<file path="config.mk">
export PLATFORM = sky130hd
export DESIGN_NAME = undervoltage_alarm_stage
export DESIGN_NICKNAME = d
export VERILOG_FILES = /design/src/uv_pkg.sv /design/src/uv_level_cmp.sv /design/src/undervoltage_alarm_stage.sv
export SDC_FILE = /design/constraint.sdc
export NUM_CORES = 2
export LEC_CHECK = 0
export ABC_AREA = 1
export BUFFER_PORTS_ARGS = -buffer_cell sky130_fd_sc_hd__buf_2
export CAP_MARGIN = 20
export CELL_PAD_IN_SITES_DETAIL_PLACEMENT = 0
export CELL_PAD_IN_SITES_GLOBAL_PLACEMENT = 2
export CORE_ASPECT_RATIO = 1.4
export CORE_MARGIN = 1
export CORE_UTILIZATION = 25
export CTS_BUF_LIST = sky130_fd_sc_hd__clkbuf_4 sky130_fd_sc_hd__clkbuf_8
export DETAILED_ROUTE_END_ITERATION = 10
export PLACE_DENSITY = 0.57
export SLEW_MARGIN = 20
export SYNTH_ARGS = -nofsm -noshare
export SYNTH_HDL_FRONTEND = slang
export SYNTH_SLANG_ARGS = --single-unit
</file>
<file path="constraint.sdc">
create_clock -name clk_sys -period 20 [get_ports clk_sys]
set_input_delay 0 -clock clk_sys [delete_from_list [all_inputs] [get_ports clk_sys]]
set_output_delay 0 -clock clk_sys [all_outputs]
set_load 0.05 [all_outputs]
</file>
<file path="src/uv_pkg.sv">
// constants and types shared by the undervoltage alarm stage
package uv_pkg;
	localparam int         MAG_W         = 16;
	localparam int         SETS          = 8;
	localparam int         LOG_DEPTH     = 12;
	localparam int         DIV_STEPS     = 24;
	localparam int         CLK_HZ        = 200000000;
	localparam int         STAMP_MS      = 1;
	localparam int         MS_CYCLES     = CLK_HZ / 1000 * STAMP_MS;
	localparam logic [7:0] OFF_CTRL      = 8'h00;
	localparam logic [7:0] OFF_STATUS    = 8'h04;
	localparam logic [7:0] OFF_COUNT     = 8'h08;
	localparam logic [7:0] OFF_TIME      = 8'h0c;
	localparam logic [7:0] OFF_LOG_SEL   = 8'h10;
	localparam logic [7:0] OFF_LOG_TIME  = 8'h14;
	localparam logic [7:0] OFF_LOG_INFO  = 8'h18;
	localparam logic [7:0] OFF_SET_BASE  = 8'h40;
	localparam logic [7:0] OFF_SET_END   = 8'h80;
	// thresholds in steps of 0.01 % of nominal
	localparam logic [15:0] UV_THR_RST   = 16'h07d0;
	localparam logic [15:0] NV_THR_RST   = 16'h0064;
	localparam logic        VTYPE_RST    = 1'h0;
	localparam logic [1:0]  PICK_RST     = 2'h0;
	localparam logic [1:0]  CTRL_RST     = 2'h3;
	localparam logic [23:0] PCT_BASE     = 24'h000064;
	localparam logic [23:0] HYST_PCT     = 24'h000067;
	// event block identity, value is arbitrary
	localparam logic [7:0]  EVENT_BLOCK_ONE = 8'h01;
	localparam logic [1:0]  RESP_OKAY    = 2'h0;
	localparam logic [1:0]  RESP_SLVERR  = 2'h2;
	localparam int POS_ALARM  = 0;
	localparam int POS_NOVOLT = 1;
	localparam int POS_EXTBLK = 2;
	localparam int POS_INTBLK = 3;
	localparam int POS_UVLOW  = 4;
	localparam int POS_NVLOW  = 7;
	localparam int POS_SET    = 10;
	localparam int POS_FILL   = 16;
	localparam int POS_EV     = 0;
	localparam int POS_PH     = 2;
	localparam int POS_LSET   = 5;
	localparam int POS_VALID  = 8;
	localparam int POS_RATIO  = 16;
	typedef enum logic [1:0] {
		EV_ALARM_ON  = 2'h0,
		EV_ALARM_OFF = 2'h1,
		EV_NV_ON     = 2'h2,
		EV_NV_OFF    = 2'h3
	} evcode_t;
	typedef enum logic [2:0] {
		ST_IDLE  = 3'b001,
		ST_DIV   = 3'b010,
		ST_WRITE = 3'b100
	} logst_t;
endpackage

</file>
<file path="src/uv_level_cmp.sv">
// one level comparator with pick-up below threshold and 103 % release
`timescale 1ns/1ps
`default_nettype none
module uv_level_cmp (
	// clock and reset
	input  wire logic                     clk_sys,
	input  wire logic                     rst,
	// measurement
	input  wire logic                     en,
	input  wire logic [uv_pkg::MAG_W-1:0] mag,
	input  wire logic [uv_pkg::MAG_W-1:0] thr,
	// result
	output logic                          below
);
	import uv_pkg::*;

	logic        next_below;
	logic [23:0] magPct;
	logic [23:0] thrHyst;

	always_comb begin
		magPct = 24'(mag) * PCT_BASE;
		thrHyst = 24'(thr) * HYST_PCT;
		next_below = below;
		if (en && !below && mag < thr) begin
			next_below = 1'b1;
		end else if (en && below && magPct > thrHyst) begin
			next_below = 1'b0;
		end
	end

	always_ff @(posedge clk_sys or posedge rst) begin
		if (rst) begin
			below <= 1'b0;
		end else begin
			below <= next_below;
		end
	end
endmodule
`default_nettype wire

</file>
<file path="src/undervoltage_alarm_stage.sv">
// undervoltage alarm stage with axi4-lite settings, event log and alarm counter
// Overview of operation
// - three rms magnitudes are evaluated on every 5 ms measurement update strobe.
// - pick-up when a measured voltage falls below the minimum threshold.
// - a voltage recovers only above 103 % of the threshold.
// - one threshold serves all three voltages.
// - undervoltage threshold in 0.01 % steps, default 20 % of nominal.
// - separate no-voltage threshold in 0.01 % steps, default 1 % of nominal.
// - type selector 0 picks phase-to-phase, 1 phase-to-earth voltages.
// - pick-up count code 0, 1, 2 needs one, two, three low voltages.
// - internal block from measurement and external block input are honoured.
// - eight setting sets, one shared selector, switchable while running.
// - on and off events for alarm and no-voltage changes.
// - option forwards on events, off events or both to the event buffer.
// - twelve newest events logged, oldest overwritten.
// - entry holds time, event, phases, voltage to threshold ratio, active set.
// - timestamps resolve to 1 ms.
// - cumulative alarm count, cleared by software.
// - alarm drives output control and user logic.
`timescale 1ns/1ps
`default_nettype none
module undervoltage_alarm_stage #(
	parameter int MS_CYCLES = uv_pkg::MS_CYCLES
) (
	// clock and reset
	input  wire logic                     clk_sys,
	input  wire logic                     rst,
	// axi4-lite register bus
	input  wire logic [7:0]               awaddr,
	input  wire logic                     awvalid,
	output logic                          awready,
	input  wire logic [31:0]              wdata,
	input  wire logic [3:0]               wstrb,
	input  wire logic                     wvalid,
	output logic                          wready,
	output logic [1:0]                    bresp,
	output logic                          bvalid,
	input  wire logic                     bready,
	input  wire logic [7:0]               araddr,
	input  wire logic                     arvalid,
	output logic                          arready,
	output logic [31:0]                   rdata,
	output logic [1:0]                    rresp,
	output logic                          rvalid,
	input  wire logic                     rready,
	// measurement front end
	input  wire logic                     measUpdate,
	input  wire logic [uv_pkg::MAG_W-1:0] magPp1,
	input  wire logic [uv_pkg::MAG_W-1:0] magPp2,
	input  wire logic [uv_pkg::MAG_W-1:0] magPp3,
	input  wire logic [uv_pkg::MAG_W-1:0] magPe1,
	input  wire logic [uv_pkg::MAG_W-1:0] magPe2,
	input  wire logic [uv_pkg::MAG_W-1:0] magPe3,
	// blocking and setting set selection
	input  wire logic                     extBlock,
	input  wire logic [2:0]               activeSettingSet,
	// alarm outputs
	output logic                          alarm,
	output logic                          alarmLogic,
	output logic                          noVoltage,
	// event buffer
	output logic                          evValid,
	output logic [7:0]                    evBlock,
	output logic [1:0]                    evCode,
	output logic [31:0]                   evStamp
);
	import uv_pkg::*;

	function automatic logic [31:0] strbMerge(input logic [31:0] old, input logic [31:0] nw,
			input logic [3:0] strb);
		logic [31:0] res;
		res = old;
		for (int b = 0; b < 4; b++) begin
			if (strb[b]) begin
				res[b*8 +: 8] = nw[b*8 +: 8];
			end
		end
		return res;
	endfunction

	logic [15:0] uvThr [SETS];
	logic [15:0] nvThr [SETS];
	logic        vType [SETS];
	logic [1:0]  pickCnt [SETS];
	logic [15:0] next_uvThr [SETS];
	logic [15:0] next_nvThr [SETS];
	logic        next_vType [SETS];
	logic [1:0]  next_pickCnt [SETS];
	logic        awHeld, wHeld, next_awHeld, next_wHeld;
	logic [7:0]  awAddr, next_awAddr;
	logic [31:0] wData, next_wData, merged;
	logic [3:0]  wStrb, next_wStrb;
	logic        next_bvalid, next_rvalid;
	logic [1:0]  next_bresp, next_rresp;
	logic [31:0] next_rdata, rdWord, statusWord;
	logic        rdErr, doWrite, setHit, cntClr, timeWr;
	logic [2:0]  setIdx;
	logic [1:0]  ctrlMask, next_ctrlMask;
	logic [3:0]  logSel, next_logSel;
	logic [31:0] msCnt, next_msCnt, msTime, next_msTime;
	logic        msTick;
	logic [15:0] magSel [3];
	logic [15:0] curUvThr, curNvThr, minMag;
	logic [1:0]  pickCur, need, uvCnt;
	logic [2:0]  uvBelow, nvBelow;
	logic        intBlock, evalDly, next_alarm, next_noVoltage;
	logic [3:0]  newEv, pend, next_pend, clrMask;
	logic [31:0] alarmCount, next_alarmCount;
	logst_t      st, next_st;
	logic [1:0]  pick, curEv, next_curEv;
	logic [23:0] dvd, next_dvd;
	logic [15:0] dvs, next_dvs, rem, next_rem, ratio;
	logic [16:0] trial;
	logic [4:0]  step, next_step, rdPos;
	logic [2:0]  phases, next_phases, setCap, next_setCap;
	logic [31:0] stampCap, next_stampCap, infoWord;
	logic [3:0]  head, next_head, fill, next_fill, rdIdx;
	logic        next_evValid, fwdOk;
	logic [31:0] logTime [LOG_DEPTH];
	logic [31:0] logInfo [LOG_DEPTH];

	// register bus
	assign awready = !awHeld && !bvalid;
	assign wready = !wHeld && !bvalid;
	assign arready = !rvalid;
	assign doWrite = awHeld && wHeld && !bvalid;
	assign setHit = awAddr >= OFF_SET_BASE && awAddr < OFF_SET_END;
	assign setIdx = awAddr[5:3];

	always_comb begin
		statusWord = 32'h0;
		statusWord[POS_ALARM] = alarm;
		statusWord[POS_NOVOLT] = noVoltage;
		statusWord[POS_EXTBLK] = extBlock;
		statusWord[POS_INTBLK] = intBlock;
		statusWord[POS_UVLOW +: 3] = uvBelow;
		statusWord[POS_NVLOW +: 3] = nvBelow;
		statusWord[POS_SET +: 3] = activeSettingSet;
		statusWord[POS_FILL +: 4] = fill;
		rdWord = 32'h0;
		rdErr = 1'b0;
		if (araddr >= OFF_SET_BASE && araddr < OFF_SET_END) begin
			if (araddr[2]) begin
				rdWord = {29'h0, pickCnt[araddr[5:3]], vType[araddr[5:3]]};
			end else begin
				rdWord = {nvThr[araddr[5:3]], uvThr[araddr[5:3]]};
			end
		end else begin
			case (araddr)
				OFF_CTRL: rdWord = {30'h0, ctrlMask};
				OFF_STATUS: rdWord = statusWord;
				OFF_COUNT: rdWord = alarmCount;
				OFF_TIME: rdWord = msTime;
				OFF_LOG_SEL: rdWord = {28'h0, logSel};
				OFF_LOG_TIME: rdWord = (logSel < fill) ? logTime[rdIdx] : 32'h0;
				OFF_LOG_INFO: rdWord = (logSel < fill) ? logInfo[rdIdx] : 32'h0;
				default: rdErr = 1'b1;
			endcase
		end
	end

	always_comb begin
		next_awHeld = awHeld;
		next_wHeld = wHeld;
		next_awAddr = awAddr;
		next_wData = wData;
		next_wStrb = wStrb;
		next_bvalid = bvalid;
		next_bresp = bresp;
		next_rvalid = rvalid;
		next_rresp = rresp;
		next_rdata = rdata;
		next_ctrlMask = ctrlMask;
		next_logSel = logSel;
		next_uvThr = uvThr;
		next_nvThr = nvThr;
		next_vType = vType;
		next_pickCnt = pickCnt;
		cntClr = 1'b0;
		timeWr = 1'b0;
		merged = 32'h0;
		if (awvalid && awready) begin
			next_awHeld = 1'b1;
			next_awAddr = awaddr;
		end
		if (wvalid && wready) begin
			next_wHeld = 1'b1;
			next_wData = wdata;
			next_wStrb = wstrb;
		end
		if (doWrite) begin
			next_awHeld = 1'b0;
			next_wHeld = 1'b0;
			next_bvalid = 1'b1;
			next_bresp = RESP_OKAY;
			if (awAddr == OFF_CTRL) begin
				merged = strbMerge({30'h0, ctrlMask}, wData, wStrb);
				next_ctrlMask = merged[1:0];
			end else if (awAddr == OFF_COUNT) begin
				cntClr = 1'b1;
			end else if (awAddr == OFF_TIME) begin
				timeWr = 1'b1;
			end else if (awAddr == OFF_LOG_SEL) begin
				merged = strbMerge({28'h0, logSel}, wData, wStrb);
				next_logSel = merged[3:0];
			end else if (setHit && !awAddr[2]) begin
				merged = strbMerge({nvThr[setIdx], uvThr[setIdx]}, wData, wStrb);
				next_uvThr[setIdx] = merged[15:0];
				next_nvThr[setIdx] = merged[31:16];
			end else if (setHit) begin
				merged = strbMerge({29'h0, pickCnt[setIdx], vType[setIdx]}, wData, wStrb);
				next_vType[setIdx] = merged[0];
				next_pickCnt[setIdx] = merged[2:1];
			end else if (awAddr != OFF_STATUS && awAddr != OFF_LOG_TIME
					&& awAddr != OFF_LOG_INFO) begin
				next_bresp = RESP_SLVERR;
			end
		end else if (bvalid && bready) begin
			next_bvalid = 1'b0;
		end
		if (arvalid && arready) begin
			next_rvalid = 1'b1;
			next_rdata = rdWord;
			next_rresp = rdErr ? RESP_SLVERR : RESP_OKAY;
		end else if (rvalid && rready) begin
			next_rvalid = 1'b0;
		end
	end

	// millisecond time base
	always_comb begin
		msTick = msCnt == 32'(MS_CYCLES - 1);
		next_msCnt = msTick ? 32'h0 : msCnt + 32'h1;
		next_msTime = msTime;
		if (timeWr) begin
			next_msTime = strbMerge(msTime, wData, wStrb);
		end else if (msTick) begin
			next_msTime = msTime + 32'h1;
		end
	end

	// magnitude selection and comparison
	always_comb begin
		curUvThr = uvThr[activeSettingSet];
		curNvThr = nvThr[activeSettingSet];
		pickCur = pickCnt[activeSettingSet];
		magSel[0] = vType[activeSettingSet] ? magPe1 : magPp1;
		magSel[1] = vType[activeSettingSet] ? magPe2 : magPp2;
		magSel[2] = vType[activeSettingSet] ? magPe3 : magPp3;
		minMag = magSel[0];
		for (int m = 1; m < 3; m++) begin
			if (magSel[m] < minMag) begin
				minMag = magSel[m];
			end
		end
	end

	for (genvar i = 0; i < 3; i++) begin : g_cmp
		uv_level_cmp uvCmp (
			.clk_sys (clk_sys),
			.rst     (rst),
			.en      (measUpdate),
			.mag     (magSel[i]),
			.thr     (curUvThr),
			.below   (uvBelow[i])
		);
		uv_level_cmp nvCmp (
			.clk_sys (clk_sys),
			.rst     (rst),
			.en      (measUpdate),
			.mag     (magSel[i]),
			.thr     (curNvThr),
			.below   (nvBelow[i])
		);
	end

	// alarm, no-voltage and counter
	always_comb begin
		need = (pickCur == 2'h0) ? 2'h1 : (pickCur == 2'h1) ? 2'h2 : 2'h3;
		uvCnt = {1'b0, uvBelow[0]} + {1'b0, uvBelow[1]} + {1'b0, uvBelow[2]};
		intBlock = &nvBelow;
		next_alarm = alarm && !extBlock;
		next_noVoltage = noVoltage;
		if (evalDly) begin
			next_alarm = uvCnt >= need && !extBlock && !intBlock;
			next_noVoltage = &nvBelow;
		end
		newEv = {noVoltage & ~next_noVoltage, ~noVoltage & next_noVoltage,
			alarm & ~next_alarm, ~alarm & next_alarm};
		next_alarmCount = cntClr ? 32'h0 : alarmCount;
		if (newEv[EV_ALARM_ON]) begin
			next_alarmCount = next_alarmCount + 32'h1;
		end
	end
	assign alarmLogic = alarm;

	// event log sequencer with ratio divider
	always_comb begin
		pick = 2'h0;
		for (int k = 3; k >= 0; k--) begin
			if (pend[k]) begin
				pick = 2'(k);
			end
		end
		trial = {rem, dvd[23]};
		clrMask = 4'h0;
		next_st = st;
		next_curEv = curEv;
		next_dvd = dvd;
		next_dvs = dvs;
		next_rem = rem;
		next_step = step;
		next_phases = phases;
		next_setCap = setCap;
		next_stampCap = stampCap;
		unique case (st)
			ST_IDLE: begin
				if (|pend) begin
					clrMask[pick] = 1'b1;
					next_curEv = pick;
					next_dvd = {minMag, 8'h00};
					next_dvs = pick[1] ? curNvThr : curUvThr;
					next_phases = pick[1] ? nvBelow : uvBelow;
					next_setCap = activeSettingSet;
					next_stampCap = msTime;
					next_rem = 16'h0;
					next_step = 5'h0;
					next_st = ST_DIV;
				end
			end
			ST_DIV: begin
				if (trial >= {1'b0, dvs}) begin
					next_rem = 16'(trial - {1'b0, dvs});
					next_dvd = {dvd[22:0], 1'b1};
				end else begin
					next_rem = trial[15:0];
					next_dvd = {dvd[22:0], 1'b0};
				end
				next_step = step + 5'h1;
				if (step == 5'(DIV_STEPS - 1)) begin
					next_st = ST_WRITE;
				end
			end
			ST_WRITE: begin
				next_st = ST_IDLE;
			end
		endcase
		next_pend = (pend & ~clrMask) | newEv;
		ratio = (dvs == 16'h0 || |dvd[23:16]) ? 16'hffff : dvd[15:0];
		infoWord = 32'h0;
		infoWord[POS_EV +: 2] = curEv;
		infoWord[POS_PH +: 3] = phases;
		infoWord[POS_LSET +: 3] = setCap;
		infoWord[POS_VALID] = 1'b1;
		infoWord[POS_RATIO +: 16] = ratio;
		next_head = head;
		next_fill = fill;
		if (st == ST_WRITE) begin
			next_head = (head == 4'(LOG_DEPTH - 1)) ? 4'h0 : head + 4'h1;
			next_fill = (fill == 4'(LOG_DEPTH)) ? fill : fill + 4'h1;
		end
		fwdOk = ctrlMask[curEv[0]];
		next_evValid = st == ST_WRITE && fwdOk;
		rdPos = 5'(head) + 5'(LOG_DEPTH - 1) - 5'(logSel);
		rdIdx = (rdPos >= 5'(LOG_DEPTH)) ? 4'(rdPos - 5'(LOG_DEPTH)) : rdPos[3:0];
	end

	always_ff @(posedge clk_sys) begin
		if (st == ST_WRITE) begin
			logTime[head] <= stampCap;
			logInfo[head] <= infoWord;
		end
	end

	always_ff @(posedge clk_sys or posedge rst) begin
		if (rst) begin
			for (int s = 0; s < SETS; s++) begin
				uvThr[s] <= UV_THR_RST;
				nvThr[s] <= NV_THR_RST;
				vType[s] <= VTYPE_RST;
				pickCnt[s] <= PICK_RST;
			end
			awHeld <= 1'b0;
			wHeld <= 1'b0;
			awAddr <= 8'h00;
			wData <= 32'h0;
			wStrb <= 4'h0;
			bvalid <= 1'b0;
			bresp <= RESP_OKAY;
			rvalid <= 1'b0;
			rresp <= RESP_OKAY;
			rdata <= 32'h0;
			ctrlMask <= CTRL_RST;
			logSel <= 4'h0;
			msCnt <= 32'h0;
			msTime <= 32'h0;
			evalDly <= 1'b0;
			alarm <= 1'b0;
			noVoltage <= 1'b0;
			alarmCount <= 32'h0;
			pend <= 4'h0;
			st <= ST_IDLE;
			curEv <= 2'h0;
			dvd <= 24'h0;
			dvs <= 16'h0;
			rem <= 16'h0;
			step <= 5'h0;
			phases <= 3'h0;
			setCap <= 3'h0;
			stampCap <= 32'h0;
			head <= 4'h0;
			fill <= 4'h0;
			evValid <= 1'b0;
			evBlock <= EVENT_BLOCK_ONE;
			evCode <= 2'h0;
			evStamp <= 32'h0;
		end else begin
			uvThr <= next_uvThr;
			nvThr <= next_nvThr;
			vType <= next_vType;
			pickCnt <= next_pickCnt;
			awHeld <= next_awHeld;
			wHeld <= next_wHeld;
			awAddr <= next_awAddr;
			wData <= next_wData;
			wStrb <= next_wStrb;
			bvalid <= next_bvalid;
			bresp <= next_bresp;
			rvalid <= next_rvalid;
			rresp <= next_rresp;
			rdata <= next_rdata;
			ctrlMask <= next_ctrlMask;
			logSel <= next_logSel;
			msCnt <= next_msCnt;
			msTime <= next_msTime;
			evalDly <= measUpdate;
			alarm <= next_alarm;
			noVoltage <= next_noVoltage;
			alarmCount <= next_alarmCount;
			pend <= next_pend;
			st <= next_st;
			curEv <= next_curEv;
			dvd <= next_dvd;
			dvs <= next_dvs;
			rem <= next_rem;
			step <= next_step;
			phases <= next_phases;
			setCap <= next_setCap;
			stampCap <= next_stampCap;
			head <= next_head;
			fill <= next_fill;
			evValid <= next_evValid;
			evBlock <= EVENT_BLOCK_ONE;
			evCode <= (st == ST_WRITE) ? curEv : evCode;
			evStamp <= (st == ST_WRITE) ? stampCap : evStamp;
		end
	end
endmodule
`default_nettype wire

</file>
After elaboration in Yosys (flattened, before gate mapping):

Memories as Yosys holds them, arrays and structs flattened.
Cells that the tools add are included.
W data, S select, Z words.

* bits in latches: 0
* bits in writable memories: 672
* flip-flop bits (word level): 626
* output and inout port bits: 87
* bits of input ports: 160
* bits in read-only memories: 0
* memories: 2

Memories
* logTime: words 12, width 32, rd ports 1, clocked after Yosys merged registers in 0, write ports 1, line undervoltage_alarm_stage.sv:119 `logic [31:0] logTime [LOG_DEPTH];`
* logInfo: words 12, width 24, rd ports 1, clocked after Yosys merged registers in 0, write ports 1, line undervoltage_alarm_stage.sv:120 `logic [31:0] logInfo [LOG_DEPTH];`

* $lt $le $gt $ge: 29
* $mul: 5
* multiplexer cells: 170
* reduce and logical (&&, ||, !) cells: 90
* shift-type cells: 0
* bitwise operators: 20
* equal/unequal tests: 26
* add/subtract/negate cells: 12
* divide/modulo/power cells: 0

Operator list (count)
* $mux W16: 22
* $bmux W16 S3: 6
* $mux W32: 9
* $bwmux W128: 2
* $mux W8: 32
* $pmux W32 S7: 1
* $gt A23 B23 Y1: 6
* $lt A16 B16 Y1: 8
* $add A32 B1 Y32 const B: 3
* $mul A16 B5 Y21 const B: 3
* $demux W16 S3: 1
* $pmux W24 S2: 1
* $mul A16 B7 Y23 const B: 2
* $mux W1: 45
* $logic_and A1 B1 Y1: 44
* $mux W2: 20
* $mux W3: 11
* $eq A32 B18 Y1 const B: 1
* $eq A8 B4 Y1 const B: 4
* $eq A8 B5 Y1 const B: 4
* $pmux W16 S2: 1
* $mux W24: 1
* $reduce_bool A2 Y1: 12
* $bmux W2 S3: 3
* 57 further kinds: 110

Depth between registers and ports, before layout:

* word-level depth: 14
* depth in mapped cells: 40
* mapped depth without buffers: 37

Cells and area by module:

Synthesis repeated with hierarchy kept, for this count alone.

* cells, all modules: 10959
* area, all modules: 92965.4 µm²

By module, submodules not included
* undervoltage_alarm_stage: instances 1, area each 61497.7 µm², cells each 6505
* uv_level_cmp (g_cmp[0].uvCmp ...): instances 4, area each 5232.5 µm², cells each 740
* uv_level_cmp (g_cmp[2].uvCmp): instances 1, area each 5301.3 µm², cells each 752
* uv_level_cmp (g_cmp[0].nvCmp): instances 1, area each 5236.3 µm², cells each 742

Least setup slack after synthesis:

OpenSTA, ideal clock, no wires.

* path type: input -> register
* start: in activeSettingSet[0]
* end: reg g_cmp[2].uvCmp.below
* cell stages on the path: 33
* data arrival time: 6.428 ns
* buffers on the path: 4
* slack: 13.494 ns
* library setup time: 0.077 ns
* cells stage by stage: buf_4 clkbuf_1 buf_1 clkbuf_1 a21oi_1 o21ai_0 nand2_1 nand2_1 o21ai_0 ha_1 inv_1 fa_1 inv_1 fa_1 inv_1 fa_1 inv_1 ha_1 a21oi_1 a21boi_0 o221ai_1 a21oi_1 o21ai_0 xnor2_1 ha_1 nand2_1 or3_1 or4_1 nor3_1 nand3_1 nand3_1 inv_1 a21oi_1

* longest elaborated chain between the ends: 9

RTL lines
* start: declaration: line undervoltage_alarm_stage.sv:56 `input wire logic [2:0] activeSettingSet,`
* $not A3 Y4 (implied by the code) (*): line undervoltage_alarm_stage.sv:244, undervoltage_alarm_stage.sv:249
* $bmux W1 S3: line undervoltage_alarm_stage.sv:249 `magSel[2] = vType[activeSettingSet] ? magPe3 : magPp3;`
* $mux W1 (implied by the code) (2 in series): line undervoltage_alarm_stage.sv:249
* $mux W16: line undervoltage_alarm_stage.sv:249
* $mul A16 B5 Y21: line uv_level_cmp.sv:22 `magPct = 24'(mag) * PCT_BASE;`
* $gt A23 B23 Y1: line uv_level_cmp.sv:27 `end else if (en && below && magPct > thrHyst) begin`
* $logic_and A1 B1 Y1: line uv_level_cmp.sv:27
* $reduce_bool A2 Y1 (no source line)
* end signal: assignment: line uv_level_cmp.sv:36 `below <= next_below;`
* end: declaration: line uv_level_cmp.sv:13 `output logic below`

Mark *: on every way between the ends. The rest lies on a longest branch, timed or not. The select of a mux whose other input is x is not followed.
A chain may end at the register's enable or synchronous reset.

Worst setup path in the final report:

* start: in activeSettingSet[1]
* end: reg g_cmp[2].uvCmp.below

The elaborated chain is that of the path after synthesis.

==> metrics <==
worst-path maximum fanout 60; Die ar. around 310,000 um2; Detail Placement HPWL ~230,000 um; Design Power approximately 13 mW; crit-path max cell delay a little over 800 ps; final setup vio count 0; via density per instance 4.918; Routed wire per std cell approximately 25 um; Yosys cell types 73; DRT iter0 DRCs 4,354; Syn Inst Count ~8,500; Fill cells 32,280; Slew Limit Fails 0; clk_skew 103.2 ps; number of global-route vias before repair about 65,000; CP most frequent cell inv_1; clock buffer depth 4; Root Buffer clkbuf_8; area grow syn2layout 17.13%; clk sinks about 1,300; share of layout cells above drive strength 1 0.1124; max frequency 128.1 MHz; final period utilization 0.3902; Setup crit end kind flip-flop; Setup Fix Bufs, Post-CTS 0; GRT Total Usage 0.2142; Simple-Gate Fraction of Synth Area 0.1362; CP Buf/Inv Count 11; Slew @ Worst Pin about 1200 ps; FF-to-FF setup slack 12,460 ps; number of port buffers about 240; # DRC 0; XOR/XNOR Fraction of Synth Area 0.01831; Avg Cell Area, Syn about 9.0 um2; Pwr per Cell Area about 150 nW/um2; worst skew pair latency between 1000 and 1500 ps; status complete, no violations; critical path class in -> reg; Die Width between 400 and 500 um; post-synthesis sequential area ratio 0.4718; slew margin rel. 0.1919; RSZ-0062 raised after global routing false; Die Y 654.7 um; Synth Area in Compound Gates 0.1803; TritonCTS clock tree yes; via count approximately 65,000; Initial Utilization 0.2514; Fin. Hold Viols 0; #FFs+latches synth 1,296; H-tree depth reported by CTS 4; DR pass1 iterations 7; EDFF count, synth about 670; ys flop type edfxtp_1; largest net degree at the start of global routing roughly 140; Slowest-stage cell, CP o21ai_0; mux contribution to synthesized area 0.005592; first-pass GRT wire length about 470,000 um; grt total ovfl 0; site row count about 240; total CTS buffers about 230; Largest delay share family, worst path adder cells; Peak VDD IR between 0.1 and 0.15 mV; Detailed Route WL 333,300 um; RePlAce Congestion approximately 0.87; startpoint types input pin; largest family of logic cells by synthesized area compound AO/OA/AOI/OAI gates; clk slew on worst S/H paths roughly 90 ps; max-cap violation count 0; area of the core 302,600 um2; synthesis warning total 0; Leakage approximately 38 nW; layout net count 9,744; initial antenna violation count 33; top-level I/O count approximately 250; antenna-violating nets left 0; Async S/R FF share, synth 0.4815; Post-Syn Area approximately 76,000 um2; required time of the worst setup path about 21,000 ps; Hold WC Path Type in -> reg; post-synthesis adder-cell area fraction 0.1156; WP data arrival approximately 9000 ps; minimum clock period 7804 ps; Setup TNS 0 ps
==> placed cells by master (no fill, tap or decap), types with 30 or more instances in the layout <==
master	n
o221ai_1	77
clkinv_1	44
a221oi_1	52
nand4_1	81
dfrtp_1	549
edfxtp_1	672
inv_1	992
clkbuf_4	92
xnor2_1	43
dfstp_2	75
o211ai_1	64
o21ai_0	1058
o21ai_1	38
buf_2	233
xor2_1	116
nor2_1	463
buf_4	171
nor4_1	30
a32o_1	55
a21oi_1	720
fa_1	100
clkbuf_8	253
nor3_1	51
dlygate4sd3_1	215
o22ai_1	105
nand2_1	1574
a22oi_1	92
ha_1	541
mux2_2	36
nand3_1	210
==> metal layers <==
layer  routed length [um]  global-route usage  vias to the layer above
li1                     -                   -                    30300
met1               134600              0.2552                    32190
met2               171500              0.3891                     1570
met3                13160             0.02305                      481
met4                13890             0.08514                       10
met5                   74                   0                        -
==> power breakdown <==
part,leakage (nW),internal (mW),switching [mW],total (mW)
clock,2.46,1.39,1.20,2.59
sequential,14.9,3.09,0.338,3.43
combinational,21.0,2.40,4.93,7.33
==> synthesized netlist by cell type (all sizes together) (7+ instances only) <==
cell type,number,area (um2)
a2111oi,8,82.58
a211oi,8,60.06
a21boi,7,52.55
a21o,14,105.1
a21oi,721,3612
a221oi,52,455.4
a22oi,92,690.7
a31o,8,70.07
a31oi,25,156.4
a32o,55,550.5
buf,62,317.8
clkbuf,346,1299
clkinv,7,26.28
dfrtp,549,13740
dfstp,75,1971
edfxtp,672,20180
fa,100,2002
ha,543,6794
inv,1022,3836
mux2,36,405.4
nand2,1584,5973
nand3,218,1121
nand4,85,556.8
nor2,486,1859
nor3,71,386.6
nor4,35,261.5
o2111ai,25,219.0
o211ai,64,480.5
o21a,10,75.07
o21ai,1099,5500
o21bai,10,75.07
o221ai,77,674.4
o22ai,105,656.9
o41ai,8,70.07
or2,10,62.56
xnor2,43,376.6
xor2,116,1016
==> state kept, by name, indices dropped and copies added, names as in the netlist, 5 cells and up <==
register    count
pickCnt        16
stampCap       32
logTime       384
msCnt          32
uvThr         128
rdata          32
msTime         32
vType           8
step            5
rem            16
wData          32
alarmCount     32
dvd            24
awAddr          8
logInfo       288
nvThr         128
evStamp        32
dvs            16
==> path summary, 6_finish.rpt <==
check	from	end	depth (start not counted)
hold reg to reg	evStamp[11]	evStamp[11]	2
setup / recovery	activeSettingSet[1]	g_cmp[2].uvCmp.below	33
setup reg to reg	uvThr[46]	g_cmp[2].uvCmp.below	29
hold / removal	magPp1[8]	dvd[16]	9
min in group asynchronous	rst	evStamp[0]	4
max in group asynchronous	rst	nvThr[104]	8
==> area by class of cell <==
| cell class | instances | area [um2] | area share |
|---|---|---|---|
| Timing Repair Buffer | 623 | 4673 | 0.05245 |
| Clock inverter | 71 | 461.7 | 0.005181 |
| Antenna cell | 23 | 57.56 | 0.0006459 |
| Tap cell | 3976 | 4975 | 0.05583 |
| Sequential cell | 1296 | 35890 | 0.4028 |
| Clock buffer | 345 | 4173 | 0.04683 |
| Inverter | 1029 | 3896 | 0.04373 |
| Multi-Input combinational cell | 5763 | 34980 | 0.3926 |
==> cells by family (layout without fill, tap and decap cells) <==
group                    after synthesis  in the layout
AND/OR/NAND/NOR                     2509           2509
AO/OA/AOI/OAI                       2404           2404
buffers and inverters               1437           2068
flip-flops                          1296           1296
adder cells (fa/ha/maj)              643            643
XOR/XNOR                             159            159
multiplexers                          38             38
other                                  2             33
==> worst reg2reg max path, delay by kind of cell, from the launching register on <==
kind,cells,cell delay (ps)
fa+ha+maj,6,2500
simple gates,12,2050
compound gates,5,1240
buf+inv,5,850
xor+xnor,1,560
flops,1,340
==> per-stage QoR <==
| step | area (um2) | hold WS (ps) | util | instances | setup WS, ps |
|---|---|---|---|---|---|
| finish | 89110 | 81.57 | 0.2944 | 13130 | 12200 |
| global route | 89070 | 87.77 | 0.2943 | 13110 | 11620 |
| CTS | 89040 | 1.396 | 0.2942 | 13100 | 12180 |
| detailed placement | 82250 | 136.8 | 0.2718 | 12470 | 11360 |
| global placement | 82230 | 134.8 | 0.2717 | 12470 | 11370 |
| floorplan | 76100 | 31.43 | - | 8496 | 2649 |
==> repair_timing <==
item,in CTS,in global routing
endpoints found under the hold margin,256,0
hold buffers,215,0
gates resized for setup,0,0
No activity file was read; power rests on OpenSTA's default activity.
